## src/design/uhpm_pkg.sv

```systemverilog
// Operation
// - Device suspends 3ms after frames stop
// - Downstream resume within 1ms, held 20ms
// - Set frame generation first, then send resume
// - Descriptor base written; device fetches descriptors there
// - Initialise every bank's descriptor words before use
// - Pipe word: faults, limit, endpoint, address
// - Halt, wait halted, clear faults, release
// - Control stages; Data0 for SETUP, else Data1
// - Received-flag clear leaves bank state alone
// - Clear flag, read count and data, free bank
// - Read current bank index to find bank
package uhpm_pkg;
  // ****************************************************************
  // Timing
  // ****************************************************************
  localparam int unsigned CLK_MHZ = 50;
  localparam int unsigned SUSPEND_SETTLE_US = 3000;
  localparam int unsigned RESUME_START_MAX_US = 1000;
  localparam int unsigned RESUME_HOLD_US = 20000;
  localparam int unsigned SUSPEND_SETTLE_CYC = SUSPEND_SETTLE_US * CLK_MHZ;
  localparam int unsigned RESUME_START_MAX_CYC = RESUME_START_MAX_US * CLK_MHZ;
  localparam int unsigned RESUME_HOLD_CYC = RESUME_HOLD_US * CLK_MHZ;
  localparam int unsigned TMR_W = 21;
  localparam logic [20:0] SETTLE_CYC = 21'h000004;
  // ****************************************************************
  // Own registers
  // ****************************************************************
  localparam logic [11:0] OFS_CTRL = 12'h000;
  localparam logic [11:0] OFS_BASE = 12'h004;
  localparam logic [11:0] OFS_CFG = 12'h008;
  localparam logic [11:0] OFS_BADDR0 = 12'h00C;
  localparam logic [11:0] OFS_BADDR1 = 12'h010;
  localparam logic [11:0] OFS_MPS = 12'h014;
  localparam logic [11:0] OFS_STATUS = 12'h018;
  localparam logic [11:0] OFS_RXCNT = 12'h01C;
  localparam logic [11:0] OFS_RXSUM = 12'h020;
  localparam int unsigned CMD_INIT = 0;
  localparam int unsigned CMD_START = 1;
  localparam int unsigned CMD_HALT = 2;
  localparam int unsigned CMD_SUSPEND = 3;
  localparam int unsigned CMD_CLRFLT = 4;
  localparam int unsigned CMD_WAKE = 5;
  localparam int unsigned CFG_CONT = 8;
  localparam int unsigned CFG_TOK_LO = 9;
  localparam int unsigned CFG_ZLP = 11;
  localparam int unsigned CFG_LIM_LO = 12;
  localparam int unsigned CFG_EP_LO = 16;
  localparam int unsigned CFG_DEV_LO = 20;
  localparam int unsigned CFG_IRQEN = 27;
  localparam int unsigned ST_WAKE = 4;
  localparam int unsigned ST_RSM = 5;
  // ****************************************************************
  // Descriptor layout
  // ****************************************************************
  localparam logic [1:0] DW_ADDR = 2'h0;
  localparam logic [1:0] DW_PCK = 2'h1;
  localparam logic [1:0] DW_BSTA = 2'h2;
  localparam logic [1:0] DW_PSTA = 2'h3;
  localparam int unsigned PCK_ZLP = 31;
  localparam int unsigned PCK_MPS_LO = 16;
  localparam int unsigned PCK_CNT_HI = 14;
  localparam int unsigned BSTA_LO = 16;
  localparam int unsigned PSTA_FLT_LO = 16;
  localparam int unsigned PSTA_LIM_LO = 12;
  localparam int unsigned PSTA_EP_LO = 8;
  localparam logic [7:0] FLT_CLEAR = 8'h00;
  // Sync vector bit positions
  localparam int unsigned SY_WAKE = 0;
  localparam int unsigned SY_RSM = 1;
  localparam int unsigned SY_RX = 2;
  localparam int unsigned SY_HO = 3;
  localparam int unsigned SY_BANK = 4;
  localparam int unsigned SY_HALTED = 5;
  localparam int unsigned SY_FAULT = 6;
  localparam int unsigned SY_IRQ = 7;

  typedef enum logic [1:0] {
    UHPM_TOK_SETUP = 2'h0,
    UHPM_TOK_IN = 2'h1,
    UHPM_TOK_OUT = 2'h2
  } uhpm_tok_e;

  typedef enum logic [15:0] {
    S_IDLE = 16'h0001,
    S_INIT = 16'h0002,
    S_RX_ACK = 16'h0004,
    S_RX_PCK = 16'h0008,
    S_RX_STA = 16'h0010,
    S_RX_PSTA = 16'h0020,
    S_RX_DATA = 16'h0040,
    S_RX_ZERO = 16'h0080,
    S_RX_FREE = 16'h0100,
    S_RX_SETTLE = 16'h0200,
    S_CLR_HALT = 16'h0400,
    S_CLR_RD = 16'h0800,
    S_CLR_WR = 16'h1000,
    S_RES_READY = 16'h2000,
    S_RES_SEND = 16'h4000,
    S_RES_HOLD = 16'h8000
  } uhpm_state_e;

  function automatic logic [31:0] uhpm_desc_addr(input logic [31:0] base, input logic bank,
                                                 input logic [1:0] word);
    uhpm_desc_addr = base + {27'h0, bank, word, 2'h0};
  endfunction

  function automatic logic uhpm_init_toggle(input logic [1:0] tok);
    uhpm_init_toggle = (tok != UHPM_TOK_SETUP);
  endfunction
endpackage

```

## src/design/uhpm_timer.sv

```systemverilog
module uhpm_timer (
  input wire logic pclk,
  input wire logic presetn,
  input wire logic ce,
  input wire logic load,
  input wire logic [uhpm_pkg::TMR_W-1:0] load_val,
  output logic expired
);
  import uhpm_pkg::*;
  logic [TMR_W-1:0] cnt_q, cnt_d;

  always_comb begin
    cnt_d = cnt_q;
    if (load) begin
      cnt_d = load_val;
    end else if (cnt_q != '0) begin
      cnt_d = cnt_q - 1'b1;
    end
  end

  always_ff @(posedge pclk or negedge presetn) begin
    if (!presetn) begin
      cnt_q <= '0;
    end else if (ce) begin
      cnt_q <= cnt_d;
    end
  end

  assign expired = (cnt_q == '0);
endmodule // uhpm_timer

```

## src/design/uhpm_host.sv

```systemverilog
module uhpm_host #(
  parameter int unsigned SUSPEND_CYC = uhpm_pkg::SUSPEND_SETTLE_CYC,
  parameter int unsigned RESUME_CYC = uhpm_pkg::RESUME_HOLD_CYC
) (
  input wire logic pclk,
  input wire logic presetn,
  input wire logic ce,
  input wire logic psel,
  input wire logic penable,
  input wire logic pwrite,
  input wire logic [11:0] paddr,
  input wire logic [31:0] pwdata,
  output logic [31:0] prdata,
  output logic pready,
  output logic pslverr,
  output logic frame_generation_enable,
  output logic send_resume,
  output logic host_wakeup_clear,
  output logic [31:0] descriptor_table_base,
  output logic pipe_halt,
  output logic continuous_request_mode,
  output logic [7:0] in_request_quota,
  output logic [1:0] token_kind,
  output logic init_toggle,
  output logic in_data_irq_enable,
  output logic in_data_flag_clear,
  output logic bank_handoff_clear,
  input wire logic host_wakeup_flag,
  input wire logic upstream_resume_received_flag,
  input wire logic in_data_received_flag,
  input wire logic bank_handoff_control,
  input wire logic current_bank_index,
  input wire logic pipe_halted,
  input wire logic pipe_fault_flag,
  input wire logic pipe_irq,
  output logic mem_req,
  output logic mem_we,
  output logic [31:0] mem_addr,
  output logic [31:0] mem_wdata,
  input wire logic [31:0] mem_rdata,
  input wire logic mem_ack
);
  import uhpm_pkg::*;

  // ****************************************************************
  // State
  // ****************************************************************
  uhpm_state_e state_q, state_d;
  logic [7:0] sy1_q, sy2_q;
  logic fge_q, fge_d, res_q, res_d, wclr_q, wclr_d, fclr_q, fclr_d, hclr_q, hclr_d;
  logic halt_q, halt_d, armed_q, armed_d, settled_q, settled_d;
  logic [31:0] base_q, base_d, cfg_q, cfg_d, ba0_q, ba0_d, ba1_q, ba1_d;
  logic [14:0] mps_q, mps_d, bytes_q, bytes_d;
  logic [12:0] words_q, words_d, idx_q, idx_d;
  logic [16:0] pckhi_q, pckhi_d;
  logic [31:0] psta_q, psta_d, total_q, total_d, sum_q, sum_d;
  logic [2:0] bsta_q, bsta_d;
  logic [7:0] flt_q, flt_d;
  logic bank_q, bank_d, wseen_q, wseen_d, rseen_q, rseen_d;
  logic mreq_q, mreq_d, mwe_q, mwe_d;
  logic [31:0] maddr_q, maddr_d, mwd_q, mwd_d, prd_q, prd_d;
  logic prdy_q, prdy_d, perr_q, perr_d;
  logic ta_load, tb_load, ta_exp, tb_exp;
  logic [TMR_W-1:0] tb_val;
  logic wr_en, idle, s_wake, s_rsm, s_rx, s_ho, s_bank, s_halted, s_fault, s_irq;
  logic [31:0] status;

  assign s_wake = sy2_q[SY_WAKE];
  assign s_rsm = sy2_q[SY_RSM];
  assign s_rx = sy2_q[SY_RX];
  assign s_ho = sy2_q[SY_HO];
  assign s_bank = sy2_q[SY_BANK];
  assign s_halted = sy2_q[SY_HALTED];
  assign s_fault = sy2_q[SY_FAULT];
  assign s_irq = sy2_q[SY_IRQ];
  assign idle = (state_q == S_IDLE);
  assign wr_en = psel & penable & prdy_q & pwrite;
  assign status = {flt_q, 11'h0, bsta_q, s_irq, s_halted, bank_q, s_fault, rseen_q,
                   wseen_q, 1'b0, settled_q, ~fge_q, ~idle};

  uhpm_timer u_susp_tmr (
    .pclk(pclk),
    .presetn(presetn),
    .ce(ce),
    .load(ta_load),
    .load_val(TMR_W'(SUSPEND_CYC)),
    .expired(ta_exp)
  );

  uhpm_timer u_wait_tmr (
    .pclk(pclk),
    .presetn(presetn),
    .ce(ce),
    .load(tb_load),
    .load_val(tb_val),
    .expired(tb_exp)
  );

  // ****************************************************************
  // Next state
  // ****************************************************************
  always_comb begin
    state_d = state_q;
    fge_d = fge_q;
    res_d = 1'b0;
    wclr_d = 1'b0;
    fclr_d = 1'b0;
    hclr_d = 1'b0;
    halt_d = halt_q;
    armed_d = armed_q;
    settled_d = armed_q & ~fge_q & ta_exp & ~ta_load;
    base_d = base_q;
    cfg_d = cfg_q;
    ba0_d = ba0_q;
    ba1_d = ba1_q;
    mps_d = mps_q;
    bytes_d = bytes_q;
    words_d = words_q;
    idx_d = idx_q;
    pckhi_d = pckhi_q;
    psta_d = psta_q;
    total_d = total_q;
    sum_d = sum_q;
    bsta_d = bsta_q;
    flt_d = flt_q;
    bank_d = bank_q;
    wseen_d = wseen_q;
    rseen_d = rseen_q;
    mreq_d = mreq_q;
    mwe_d = mwe_q;
    maddr_d = maddr_q;
    mwd_d = mwd_q;
    ta_load = 1'b0;
    tb_load = 1'b0;
    tb_val = SETTLE_CYC;
    prdy_d = psel & ~penable & ~prdy_q;
    perr_d = 1'b0;
    prd_d = prd_q;
    // Register reads prepared in the setup cycle, answered one edge later
    if (psel & ~penable) begin
      case (paddr)
        OFS_CTRL: prd_d = 32'h0;
        OFS_BASE: prd_d = base_q;
        OFS_CFG: prd_d = cfg_q;
        OFS_BADDR0: prd_d = ba0_q;
        OFS_BADDR1: prd_d = ba1_q;
        OFS_MPS: prd_d = {17'h0, mps_q};
        OFS_STATUS: prd_d = status;
        OFS_RXCNT: prd_d = total_q;
        OFS_RXSUM: prd_d = sum_q;
        default: begin
          prd_d = 32'h0;
          perr_d = 1'b1;
        end
      endcase
    end
    if (wr_en) begin
      case (paddr)
        OFS_BASE: base_d = pwdata;
        OFS_CFG: cfg_d = pwdata;
        OFS_BADDR0: ba0_d = pwdata;
        OFS_BADDR1: ba1_d = pwdata;
        OFS_MPS: mps_d = pwdata[14:0];
        default: ;
      endcase
      if (paddr == OFS_CTRL && pwdata[CMD_START]) begin
        halt_d = 1'b0;
      end
      if (paddr == OFS_CTRL && pwdata[CMD_HALT]) begin
        halt_d = 1'b1;
      end
    end
    // Write-one clears of sticky events; a new event below wins
    if (wr_en && paddr == OFS_STATUS) begin
      wseen_d = wseen_q & ~pwdata[ST_WAKE];
      rseen_d = rseen_q & ~pwdata[ST_RSM];
    end
    case (state_q)
      S_IDLE: begin
        if (~fge_q & s_wake) begin
          wseen_d = 1'b1;
          wclr_d = 1'b1;
          if (s_rsm) begin
            rseen_d = 1'b1;
            state_d = S_RES_READY;
          end
        end else if (wr_en && paddr == OFS_CTRL) begin
          if (pwdata[CMD_WAKE] & ~fge_q) begin
            state_d = S_RES_READY;
          end else if (pwdata[CMD_SUSPEND]) begin
            fge_d = 1'b0;
            armed_d = 1'b1;
            ta_load = 1'b1;
          end else if (pwdata[CMD_CLRFLT]) begin
            state_d = S_CLR_HALT;
          end else if (pwdata[CMD_INIT]) begin
            idx_d = 13'h0;
            state_d = S_INIT;
          end
        end else if (fge_q & s_rx & s_ho & s_irq) begin
          state_d = S_RX_ACK;
        end
      end
      S_INIT: begin
        if (!mreq_q) begin
          mreq_d = 1'b1;
          mwe_d = 1'b1;
          maddr_d = uhpm_desc_addr(base_q, idx_q[2], idx_q[1:0]);
          case (idx_q[1:0])
            DW_ADDR: mwd_d = idx_q[2] ? ba1_q : ba0_q;
            DW_PCK: mwd_d = {cfg_q[CFG_ZLP], mps_q, 16'h0};
            DW_BSTA: mwd_d = 32'h0;
            default: mwd_d = {8'h0, FLT_CLEAR, cfg_q[CFG_LIM_LO +: 4], cfg_q[CFG_EP_LO +: 4],
                              1'b0, cfg_q[CFG_DEV_LO +: 7]};
          endcase
        end else if (mem_ack) begin
          mreq_d = 1'b0;
          idx_d = idx_q + 13'h1;
          if (idx_q == 13'h7) begin
            state_d = S_IDLE;
          end
        end
      end
      S_RX_ACK: begin
        fclr_d = 1'b1;
        bank_d = s_bank;
        state_d = S_RX_PCK;
      end
      S_RX_PCK, S_RX_STA, S_RX_PSTA: begin
        if (!mreq_q) begin
          mreq_d = 1'b1;
          mwe_d = 1'b0;
          maddr_d = uhpm_desc_addr(base_q, bank_q, (state_q == S_RX_PCK) ? DW_PCK :
                                   (state_q == S_RX_STA) ? DW_BSTA : DW_PSTA);
        end else if (mem_ack) begin
          mreq_d = 1'b0;
          if (state_q == S_RX_PCK) begin
            bytes_d = mem_rdata[PCK_CNT_HI:0];
            words_d = 13'((16'(mem_rdata[PCK_CNT_HI:0]) + 16'h3) >> 2);
            pckhi_d = mem_rdata[31:15];
            state_d = S_RX_STA;
          end else if (state_q == S_RX_STA) begin
            bsta_d = mem_rdata[BSTA_LO +: 3];
            state_d = S_RX_PSTA;
          end else begin
            flt_d = mem_rdata[PSTA_FLT_LO +: 8];
            idx_d = 13'h0;
            state_d = S_RX_DATA;
          end
        end
      end
      S_RX_DATA: begin
        if (idx_q == words_q) begin
          total_d = total_q + {17'h0, bytes_q};
          state_d = S_RX_ZERO;
        end else if (!mreq_q) begin
          mreq_d = 1'b1;
          mwe_d = 1'b0;
          maddr_d = (bank_q ? ba1_q : ba0_q) + {17'h0, idx_q, 2'h0};
        end else if (mem_ack) begin
          mreq_d = 1'b0;
          sum_d = sum_q + mem_rdata;
          idx_d = idx_q + 13'h1;
        end
      end
      S_RX_ZERO: begin
        // Byte count accumulates per packet, so it is rearmed at zero
        if (!mreq_q) begin
          mreq_d = 1'b1;
          mwe_d = 1'b1;
          maddr_d = uhpm_desc_addr(base_q, bank_q, DW_PCK);
          mwd_d = {pckhi_q, 15'h0};
        end else if (mem_ack) begin
          mreq_d = 1'b0;
          state_d = S_RX_FREE;
        end
      end
      S_RX_FREE: begin
        hclr_d = 1'b1;
        tb_load = 1'b1;
        state_d = S_RX_SETTLE;
      end
      S_RX_SETTLE: begin
        // Synchronised flags lag the clears; avoid a false second pass
        if (tb_exp) begin
          state_d = S_IDLE;
        end
      end
      S_CLR_HALT: begin
        halt_d = 1'b1;
        if (s_halted & halt_q) begin
          state_d = S_CLR_RD;
        end
      end
      S_CLR_RD: begin
        if (!mreq_q) begin
          mreq_d = 1'b1;
          mwe_d = 1'b0;
          maddr_d = uhpm_desc_addr(base_q, 1'b0, DW_PSTA);
        end else if (mem_ack) begin
          mreq_d = 1'b0;
          psta_d = mem_rdata;
          idx_d = 13'h0;
          state_d = S_CLR_WR;
        end
      end
      S_CLR_WR: begin
        if (!mreq_q) begin
          mreq_d = 1'b1;
          mwe_d = 1'b1;
          maddr_d = uhpm_desc_addr(base_q, idx_q[0], DW_PSTA);
          mwd_d = {psta_q[31:24], FLT_CLEAR, psta_q[15:0]};
        end else if (mem_ack) begin
          mreq_d = 1'b0;
          idx_d = idx_q + 13'h1;
          if (idx_q[0]) begin
            flt_d = FLT_CLEAR;
            halt_d = 1'b0;
            state_d = S_IDLE;
          end
        end
      end
      S_RES_READY: begin
        fge_d = 1'b1;
        armed_d = 1'b0;
        state_d = S_RES_SEND;
      end
      S_RES_SEND: begin
        res_d = 1'b1;
        tb_load = 1'b1;
        tb_val = TMR_W'(RESUME_CYC);
        state_d = S_RES_HOLD;
      end
      S_RES_HOLD: begin
        if (tb_exp) begin
          state_d = S_IDLE;
        end
      end
      default: state_d = S_IDLE;
    endcase
  end

  // ****************************************************************
  // Registers
  // ****************************************************************
  always_ff @(posedge pclk or negedge presetn) begin
    if (!presetn) begin
      state_q <= S_IDLE;
      sy1_q <= 8'h00;
      sy2_q <= 8'h00;
      fge_q <= 1'b1;
      res_q <= 1'b0;
      wclr_q <= 1'b0;
      fclr_q <= 1'b0;
      hclr_q <= 1'b0;
      halt_q <= 1'b1;
      armed_q <= 1'b0;
      settled_q <= 1'b0;
      base_q <= 32'h0;
      cfg_q <= 32'h0;
      ba0_q <= 32'h0;
      ba1_q <= 32'h0;
      mps_q <= 15'h0;
      bytes_q <= 15'h0;
      words_q <= 13'h0;
      idx_q <= 13'h0;
      pckhi_q <= 17'h0;
      psta_q <= 32'h0;
      total_q <= 32'h0;
      sum_q <= 32'h0;
      bsta_q <= 3'h0;
      flt_q <= 8'h00;
      bank_q <= 1'b0;
      wseen_q <= 1'b0;
      rseen_q <= 1'b0;
      mreq_q <= 1'b0;
      mwe_q <= 1'b0;
      maddr_q <= 32'h0;
      mwd_q <= 32'h0;
      prd_q <= 32'h0;
      prdy_q <= 1'b0;
      perr_q <= 1'b0;
    end else if (ce) begin
      state_q <= state_d;
      sy1_q <= {pipe_irq, pipe_fault_flag, pipe_halted, current_bank_index,
                bank_handoff_control, in_data_received_flag, upstream_resume_received_flag,
                host_wakeup_flag};
      sy2_q <= sy1_q;
      fge_q <= fge_d;
      res_q <= res_d;
      wclr_q <= wclr_d;
      fclr_q <= fclr_d;
      hclr_q <= hclr_d;
      halt_q <= halt_d;
      armed_q <= armed_d;
      settled_q <= settled_d;
      base_q <= base_d;
      cfg_q <= cfg_d;
      ba0_q <= ba0_d;
      ba1_q <= ba1_d;
      mps_q <= mps_d;
      bytes_q <= bytes_d;
      words_q <= words_d;
      idx_q <= idx_d;
      pckhi_q <= pckhi_d;
      psta_q <= psta_d;
      total_q <= total_d;
      sum_q <= sum_d;
      bsta_q <= bsta_d;
      flt_q <= flt_d;
      bank_q <= bank_d;
      wseen_q <= wseen_d;
      rseen_q <= rseen_d;
      mreq_q <= mreq_d;
      mwe_q <= mwe_d;
      maddr_q <= maddr_d;
      mwd_q <= mwd_d;
      prd_q <= prd_d;
      prdy_q <= prdy_d;
      perr_q <= perr_d;
    end
  end

  assign prdata = prd_q;
  assign pready = prdy_q;
  assign pslverr = perr_q;
  assign frame_generation_enable = fge_q;
  assign send_resume = res_q;
  assign host_wakeup_clear = wclr_q;
  assign descriptor_table_base = base_q;
  assign pipe_halt = halt_q;
  assign continuous_request_mode = cfg_q[CFG_CONT];
  assign in_request_quota = cfg_q[7:0];
  assign token_kind = cfg_q[CFG_TOK_LO +: 2];
  assign init_toggle = uhpm_init_toggle(cfg_q[CFG_TOK_LO +: 2]);
  assign in_data_irq_enable = cfg_q[CFG_IRQEN];
  assign in_data_flag_clear = fclr_q;
  assign bank_handoff_clear = hclr_q;
  assign mem_req = mreq_q;
  assign mem_we = mwe_q;
  assign mem_addr = maddr_q;
  assign mem_wdata = mwd_q;
endmodule // uhpm_host

```

## config.mk

```make
export PLATFORM = sky130hd
export DESIGN_NAME = uhpm_host
export DESIGN_NICKNAME = d
export VERILOG_FILES = /design/src/design/uhpm_pkg.sv /design/src/design/uhpm_timer.sv /design/src/design/uhpm_host.sv
export SDC_FILE = /design/constraint.sdc
export NUM_CORES = 1
export LEC_CHECK = 0
export ABC_AREA = 1
export BUFFER_PORTS_ARGS = -buffer_cell sky130_fd_sc_hd__buf_2
export CORE_AREA = 2 2 259 261
export CTS_CLUSTER_SIZE = 24
export DETAILED_ROUTE_END_ITERATION = 16
export DIE_AREA = 0 0 261 263
export SYNTH_ARGS = -nofsm -noshare
export SYNTH_HDL_FRONTEND = slang
export SYNTH_SLANG_ARGS = --single-unit
```

## constraint.sdc

```tcl
create_clock -name pclk -period 3.85 [get_ports pclk]
set_clock_uncertainty 0.05 [all_clocks]
set_input_delay 0.77 -clock pclk [delete_from_list [all_inputs] [get_ports pclk]]
set_output_delay 0.77 -clock pclk [all_outputs]
set_load 0.02 [all_outputs]
```

### After elaboration in Yosys (flattened, before gate mapping)

Index checks and enable logic that the tools add are counted.

* add/subtract/negate cells: 12
* multiplexer cells: 118
* reductions and logical operators: 50
* equal/unequal tests: 64
* bitwise gates (word level): 25

Operator list (count)
* $mux W32: 12
* $mux W16: 23
* $pmux W32 S8: 1
* $pmux W16 S13: 1
* $mux W13: 15
* $pmux W32 S3: 2
* $pmux W32 S6: 1
* $add A32 B5 Y32: 4
* $mux W21: 4
* $pmux W13 S5: 1
* $add A32 B15 Y32: 2
* $ne A2 B2 Y1 const B: 30
* $mux W8: 7
* $eq A12 B5 Y1 const B: 4
* $logic_not A21 Y1: 2
* $reduce_bool A21 Y1: 2
* $sub A21 B1 Y21 const B: 2
* $mux W1: 41
* $add A32 B32 Y32: 1
* $add A32 B4 Y32 const B: 1
* $eq A12 B4 Y1 const B: 2
* $reduce_and A3 Y1: 7
* $mux W20: 1
* $reduce_and A20 Y1: 1
* 54 further kinds: 102

* output and inout port bits: 151
* word-level logic and storage cells: 306
* register bits after elaboration: 493

### Longest topological paths before layout

Gate-level depths: netlist of the first run.

* word-level depth: 9
* gate-level depth with buffers: 23
* mapped depth without buffers: 22

### By module

Synthesis of the first run repeated with hierarchy kept, for this count alone.

* cells, all modules: 4290
* area total of the unflattened synthesis: 30170.2 um2

Modules (own cells, without submodules)
* uhpm_host: area each 26766.9 um2, cells an instance 3760, seq. area each 11089.4 um2, instances 1
* uhpm_timer at u_wait_tmr: area each 1727.9 um2, cells an instance 265, seq. area each 525.5 um2, instances 1
* uhpm_timer at u_susp_tmr: area each 1675.4 um2, cells an instance 265, seq. area each 525.5 um2, instances 1

### Worst setup path after synthesis of the first run

No wires, ideal clock.

* path type: reg2reg
* start point: reg state_q[7]
* end point: reg maddr_q[18], in the netlist mem_addr[18]
* slack: 0.471 ns
* required time: 3.682 ns
* arrival: 3.212 ns
* period minus slack after synthesis: 3.379 ns
* stages on the path, launching flop included: 20
* cell sequence: dfrtp_1 nor2_1 nand2_2 nor2_8 nand2_1 clkbuf_1 nand2_1 nor3_1 a21oi_1 ha_1 inv_1 fa_1 o21ai_0 nand2_1 nor3_1 inv_1 o21ai_0 nand3_1 nand3_1 nand2_1

* cells in the longest elaborated chain, start to end: 6
* elaborated cells on any way between the ends: 23
* those cells by class: add/sub (1); eq/ne (15); mux (4); reduce/logical (3)

Ends and longest elaborated chain
* start, declared: line uhpm_host.sv:48 `uhpm_state_e state_q, state_d;`
* start signal, assigned: line uhpm_host.sv:384 `state_q <= state_d;`
* $eq A16 B5 Y1: line uhpm_host.sv:178, uhpm_host.sv:234
* $mux W1: line uhpm_host.sv:234 `(state_q == S_RX_STA) ? DW_BSTA : DW_PSTA);`
* $mux W2: line uhpm_host.sv:233 `maddr_d = uhpm_desc_addr(base_q, bank_q, (state_q == S_RX_PCK) ? DW_PCK :`
* $add A32 B5 Y32: line uhpm_pkg.sv:105 `uhpm_desc_addr = base + {27'h0, bank, word, 2'h0};`
* $mux W32: line uhpm_host.sv:230 `if (!mreq_q) begin`
* $pmux W32 S6: line uhpm_host.sv:178 `case (state_q)`
* end signal, assigned: line uhpm_host.sv:416 `maddr_q <= maddr_d;`
* end, declared: line uhpm_host.sv:61 `logic [31:0] maddr_q, maddr_d, mwd_q, mwd_d, prd_q, prd_d;`

Parallel ways exist; a longest one is shown, timed or not. The select of a mux whose other input is x is not followed.
A chain may end at the register's enable or synchronous reset.

### Final worst setup path of the first run

Ends and elaborated chain as after synthesis.

==> results.cfg, run 1 <==
[status]
outcome = finished clean

[finish]
drive_gt1_share_pct = 12.1
multi_input_area_mm2 = 0.0147
utilization_pct = 51.4
area_growth_pct = 15.2
layout.nets = 4473
seqCellArea_mm2 = 0.0121
fillers = 6532
post-route-cell-area_mm2 = 0.0337

[setup_path]
cp_slowest_cell = fa_1
cp.arrival_ns = 4.02
path_max_fanout = 10
setup.worst_path.start_class = flop
critPathKind = reg -> reg
crit_required_ns = 4.33
path_common_cell = nand2_1
critPathTopFamily = simple AND/OR/NAND/NOR gates
critPathMaxStageDelay_ns = 0.41
critical_path.cell_chain = nor2_1 -> nand2_2 -> nor2_8 -> nand2_1 -> nand2_1 -> nor3_1 -> a21oi_2 -> ha_1 -> inv_1 -> fa_1 -> o21ai_1 -> nand2_1 -> nor3_1 -> buf_4 -> inv_1 -> o21ai_0 -> nand3_1 -> nand3_1 -> nand2_1
crit_buf_inv = 3
critPathCaptureType = flop

[synth]
ys.flop_type = dfrtp_1
synth_area_mm2 = 0.0293
synth_edf_count = 0
syn_nets = 4237
synth_area_per_cell_um2 = 7.18
synth_warnings = 0
ys_types = 56
async_reset_ff_share_pct = 100
syn_inst = 4075
yosysSeqAreaShare_pct = 41.5
ys_seq_elements = 485

[timing]
fin_crit_ns = 3.54
clock.fmax_mhz = 283
drv_slew = 0
max_slew.worst_pin.slew_ns = 1.08
fin_setup_tns_ns = 0
setup_viol = 0
post-route-period-util_pct = 91.8
layout_setup_ws_ns = 0.314
hold_viol_final = 0
maxSlewHeadroom_pct = 27.7

[cts]
cts_tree = built
cts_sinks = 485
insertion_delay_ns = 0.67
cts-root-buf = clkbuf_16
clockBufferDepth = 3
cts.reportedPaths.clkPinSlew_ns = 0.06
htreeDepth = 2
cts_buffers = 58

[global_route]
antenna_found_initial = 2
grt_pass1_vias = 27000
grt_max_degree = 87
grtUsageTotal_pct = 32.7
grt_pass1_wl_mm = 170
grt_overflow = 0

[power_and_ir_drop]
pwr_density_cell_mw_per_mm2 = 526
p_leak_nw = 16.5
power_mw = 17.7
vdd_drop_max_uv = 365

[drt]
routed_wl_mm = 113
num_vias = 28900
postRouteAntennaNets = 0
wl_per_cell_um = 21.7
drc = 0
drtPass1Iterations = 7
drt_iter0_markers = 2863
viasPerCell = 5.54

[placement]
dp_hpwl_mm = 88.3
place_area_mm2 = 0.0316
routabilityCongestion = 0.987
dpl_worst_slack_ns = 0.0331
numPortBuffers = 241

[min_path]
hold_path_class = in -> async

[floorplanning]
die_height_um = 263
ios = 242
coreArea_mm2 = 0.0656
initial_core_util_pct = 44.6
die_area_mm2 = 0.0686
die_x_um = 261
row_count = 94

[run]
maxCapViolCount = 0
stage by stage:
stage,instances,hold WS (ns)
floorplan,4075,0.391
global placement,5113,0.406
detailed placement,5113,0.409
CTS,5220,0.115
global route,5224,0.134
finish,5225,0.0796
logic make-up (layout without fill, tap and decap cells):
family / Yosys count / in the layout / synth area share [%]
adders and majority gates: 71 / 71 / 3.14
and+or+nand+nor: 1987 / 1987 / 28.9
DFF: 485 / 485 / 41.5
xor gates and xnor gates: 103 / 103 / 3.08
buffers and inverters: 608 / 891 / 8.39
other: 0 / 3 / 0
AOI/OAI and AO/OA: 821 / 821 / 15.1
power breakdown:
part | total, mW | switching [mW] | internal, mW | leakage (nW)
Combinational | 5.44 | 3.74 | 1.70 | 9.06
Clock | 6.01 | 2.43 | 3.58 | 1.01
Sequential | 6.28 | 0.554 | 5.73 | 6.44
state kept, by name (all words and copies together) (netlist names), 13 cells and up:
register and count:
ba0_q 32, ba1_q 32, cfg_q 32, descriptor_table_base 32, mem_addr 32, mem_wdata 32, prdata 32, sum_q 32
total_q 32, psta_q 24, u_susp_tmr.cnt_q 21, u_wait_tmr.cnt_q 21, pckhi_q 17, state_q 16, bytes_q 15, mps_q 15
idx_q 13, words_q 13
layout by cell type, fill, tap and decap left out, types with 8 or more instances in the layout:
master / instances
a21o_1: 10
a21oi_1: 157
a31oi_1: 28
buf_12: 8
buf_2: 240
buf_4: 82
bufinv_16: 8
clkbuf_1: 9
clkbuf_16: 58
clkbuf_8: 13
clkinv_2: 8
dfrtp_1: 481
ha_1: 67
inv_1: 428
inv_2: 21
nand2_1: 1162
nand2_2: 14
nand3_1: 222
nand3_2: 8
nand3b_1: 15
nand4_1: 74
nor2_1: 342
nor2_2: 22
nor3_1: 77
nor3b_1: 8
nor4_1: 10
o21ai_0: 471
o21ai_1: 47
o22ai_1: 51
o31ai_1: 9
xnor2_1: 32
xor2_1: 71
final timing paths:
check / endpoint / depth (start not counted) / start / slack (ns)
setup / recovery: mem_addr[18] / 19 / state_q[7] / 0.31
hold / removal: u_wait_tmr.cnt_q[10] / 1 / presetn / 0.08
setup reg to reg: mem_addr[18] / 19 / state_q[7] / 0.31
hold reg to reg: sy1_q[4] / 2 / sy1_q[4] / 0.42
max in group asynchronous: u_susp_tmr.cnt_q[12] / 2 / presetn / 2.71
min in group pclk: sy1_q[0] / 3 / host_wakeup_flag / 0.26
cell type report:
type | instances | area share (%)
repair buffers | 332 | 5.93
flip-flops and latches | 485 | 36.0
multi-input cells | 2982 | 43.6
well taps | 864 | 3.21
diodes | 3 | 0.0223
clock buffers | 80 | 4.93
clock inverters | 27 | 1.26
inverters | 452 | 5.04
layer usage:
layer	share of wire [%]	global-route usage, %
met1	43	46.4
met2	44	49.9
met3	7.6	4.17
met5	0	0
met4	5.0	14.6
Yosys cell counts, types with 28 or more instances:
| cell type | number | area share, % |
|---|---|---|
| nand4_1 | 74 | 1.6 |
| o21ai_0 | 472 | 8.1 |
| ha_1 | 67 | 2.9 |
| buf_2 | 36 | 0.62 |
| inv_1 | 429 | 5.5 |
| o22ai_1 | 51 | 1.1 |
| a21oi_1 | 158 | 2.7 |
| a31oi_1 | 28 | 0.60 |
| nand3_1 | 222 | 3.8 |
| xor2_1 | 71 | 2.1 |
| dfrtp_1 | 482 | 41 |
| nor2_1 | 342 | 4.4 |
| clkbuf_1 | 89 | 1.1 |
| nand2_1 | 1166 | 15 |
| nor3_1 | 79 | 1.4 |
| o21ai_1 | 46 | 0.79 |
| xnor2_1 | 32 | 0.96 |
timing repair:
item	CTS	global route
resized for setup	1	3
buffers inserted	0	2
hold buffers	0	0
pin swaps	0	1
setup endpoints to repair	1	6
(Power assumes the default switching activity.)
==> run 2, diff against run 1 <==
Settings changed: REMOVE_ABC_BUFFERS set to 1.
==> results.cfg, run 2 (synthesis gave the netlist of run 1 again) <==
[finish]
layout.nets = 4459
drive_gt1_share_pct = 11.7
final_cell_mix = nand2_1 (1,162), dfrtp_1 (481), o21ai_0 (471)
multi_input_area_mm2 = 0.0147
area_growth_pct = 14.1
seqCellArea_mm2 = 0.0121
final_common_cell = nand2_1
fin_cells = 5205
fillers = 6645
post-route-cell-area_mm2 = 0.0334

[placement]
placedCellCount = 5104
routabilityCongestion = 0.977
place_area_mm2 = 0.0315
dp_hpwl_mm = 82.9
numPortBuffers = 241

[timing]
fin_setup_tns_ns = 0
drv_slew = 0
max_slew.worst_pin.slew_ns = 1.14
setup_viol = 0
post-route-period-util_pct = 92.0
fin_crit_ns = 3.54
rsz0062_at_grt = no
hold_viol_final = 0
clock.fmax_mhz = 282
maxSlewHeadroom_pct = 24.1

[drt]
drc = 0
wl_per_cell_um = 20.7
viasPerCell = 5.50
num_vias = 28600
drtPass1Iterations = 8
drt_iter0_markers = 2947
routed_wl_mm = 108
postRouteAntennaNets = 0

[floorplanning]
initial_core_util_pct = 44.6
ios = 242
row_count = 94
die_area_mm2 = 0.0686
coreArea_mm2 = 0.0656
die_height_um = 263
die_x_um = 261

[setup_path]
rrSetupSlack_ns = 0.31
endpoint = mem_addr[20]
cp_slowest_cell = fa_1
path_common_cell = nand2_1
reg2reg_from = state_q[9]
critPathKind = reg -> reg
worstReg2RegEnd = mem_addr[20]
setup.worst_path.start_class = flop
crit_required_ns = 4.31
crit_cells = 20
reg2reg_depth = 20
crit_buf_inv = 2
path_max_fanout = 12
critical_path.cell_chain = nor2_2 -> nand2_2 -> nor2_8 -> nand3_2 -> nand3_2 -> nor3_1 -> a21oi_1 -> ha_2 -> inv_1 -> fa_1 -> o21ai_2 -> nand2_1 -> nor3_2 -> nand2_1 -> nor2_1 -> nand2_1 -> nand3_1 -> nand3_1 -> nand2_1 -> inv_1
critPathMaxStageDelay_ns = 0.43
critPathCaptureType = flop
crit_path_start = state_q[9]
cp.arrival_ns = 4.00
critPathTopFamily = simple AND/OR/NAND/NOR gates

[global_route]
antenna_found_initial = 1
grt_max_degree = 85
grt_overflow = 0
grt_pass1_wl_mm = 163
grtUsageTotal_pct = 31.2
grt_pass1_vias = 27000

[power_and_ir_drop]
p_leak_nw = 16.4
vdd_drop_max_uv = 322
pwr_density_cell_mw_per_mm2 = 507

[cts]
cts_sinks = 485
clockBufferDepth = 3
cts.reportedPaths.clkPinSlew_ns = 0.06
cts_tree = built
insertion_delay_ns = 0.63
cts_buffers = 55
cts-root-buf = clkbuf_16
cts_hold_buf = 0
htreeDepth = 2

[status]
outcome = finished clean

[run]
maxCapViolCount = 0

[min_path]
hold_path_class = in -> async
run 2: cell count changes in the layout (fill, tap and decap cells not counted), sizes merged:
cell,before,now
buf,331,321
clkinvlp,5,3
clkinv,13,16
bufinv,8,5
diode,3,1
inv,453,451
clkbuf,81,77
run 2: cell type report:
| cell class | instances | area share (%) |
|---|---|---|
| diodes | 1 | 0.00749 |
| clock buffers | 77 | 4.74 |
| clock inverters | 23 | 0.764 |
| inverters | 452 | 5.09 |
| multi-input cells | 2982 | 44.1 |
| flip-flops and latches | 485 | 36.4 |
| well taps | 864 | 3.24 |
| repair buffers | 321 | 5.74 |
run 2: per-layer routing:
metal / part of all wire (%) / GRT usage, % / routed length, µm / up-vias
met5: 0 / 0 / 0 / -
met4: 3.9 / 11.5 / 4250 / 0
met3: 8.5 / 4.41 / 9120 / 191
met2: 44 / 47.5 / 47100 / 1229
met1: 44 / 44.9 / 47000 / 13400
li1: - / - / - / 13800
run 2: how the worst min path moves through the flow:
stage / cells past startpoint / from / slack [ns] / endpoint
after floorplan: 2 / total_q[30] / 0.39 / total_q[30]
after global placement: 2 / pckhi_q[8] / 0.41 / pckhi_q[8]
after detailed placement: 2 / sy1_q[0] / 0.41 / sy1_q[0]
after CTS: 1 / presetn / 0.14 / u_wait_tmr.cnt_q[10]
after global routing: 1 / presetn / 0.16 / u_wait_tmr.cnt_q[10]
final: 1 / presetn / 0.12 / u_wait_tmr.cnt_q[10]
run 2: metrics by stage:
step,util [%],hold slack (ns),power (mW),setup WS [ns]
5_1_grt,50.9,0.161,17.9,0.00145
3_3_place_gp,48.0,0.406,11.4,0.0462
6_report,50.9,0.119,16.9,0.307
3_5_place_dp,48.0,0.410,11.5,-0.0000890
2_1_floorplan,-,0.391,9.62,0.357
4_1_cts,50.9,0.139,16.9,0.0208
run 2: what timing repair did:
item	4_1_cts	5_1_grt
buffers inserted	0	0
gates resized for setup	1	6
setup endpoints to repair	1	10
run 2: power breakdown:
part           switching, mW  total (mW)  leakage, nW  internal (mW)
Combinational           3.56        5.22         9.01           1.66
Clock                   2.25        5.43        0.905           3.19
Sequential             0.543        6.27         6.44           5.73
Total                   6.34        16.9         16.4           10.6
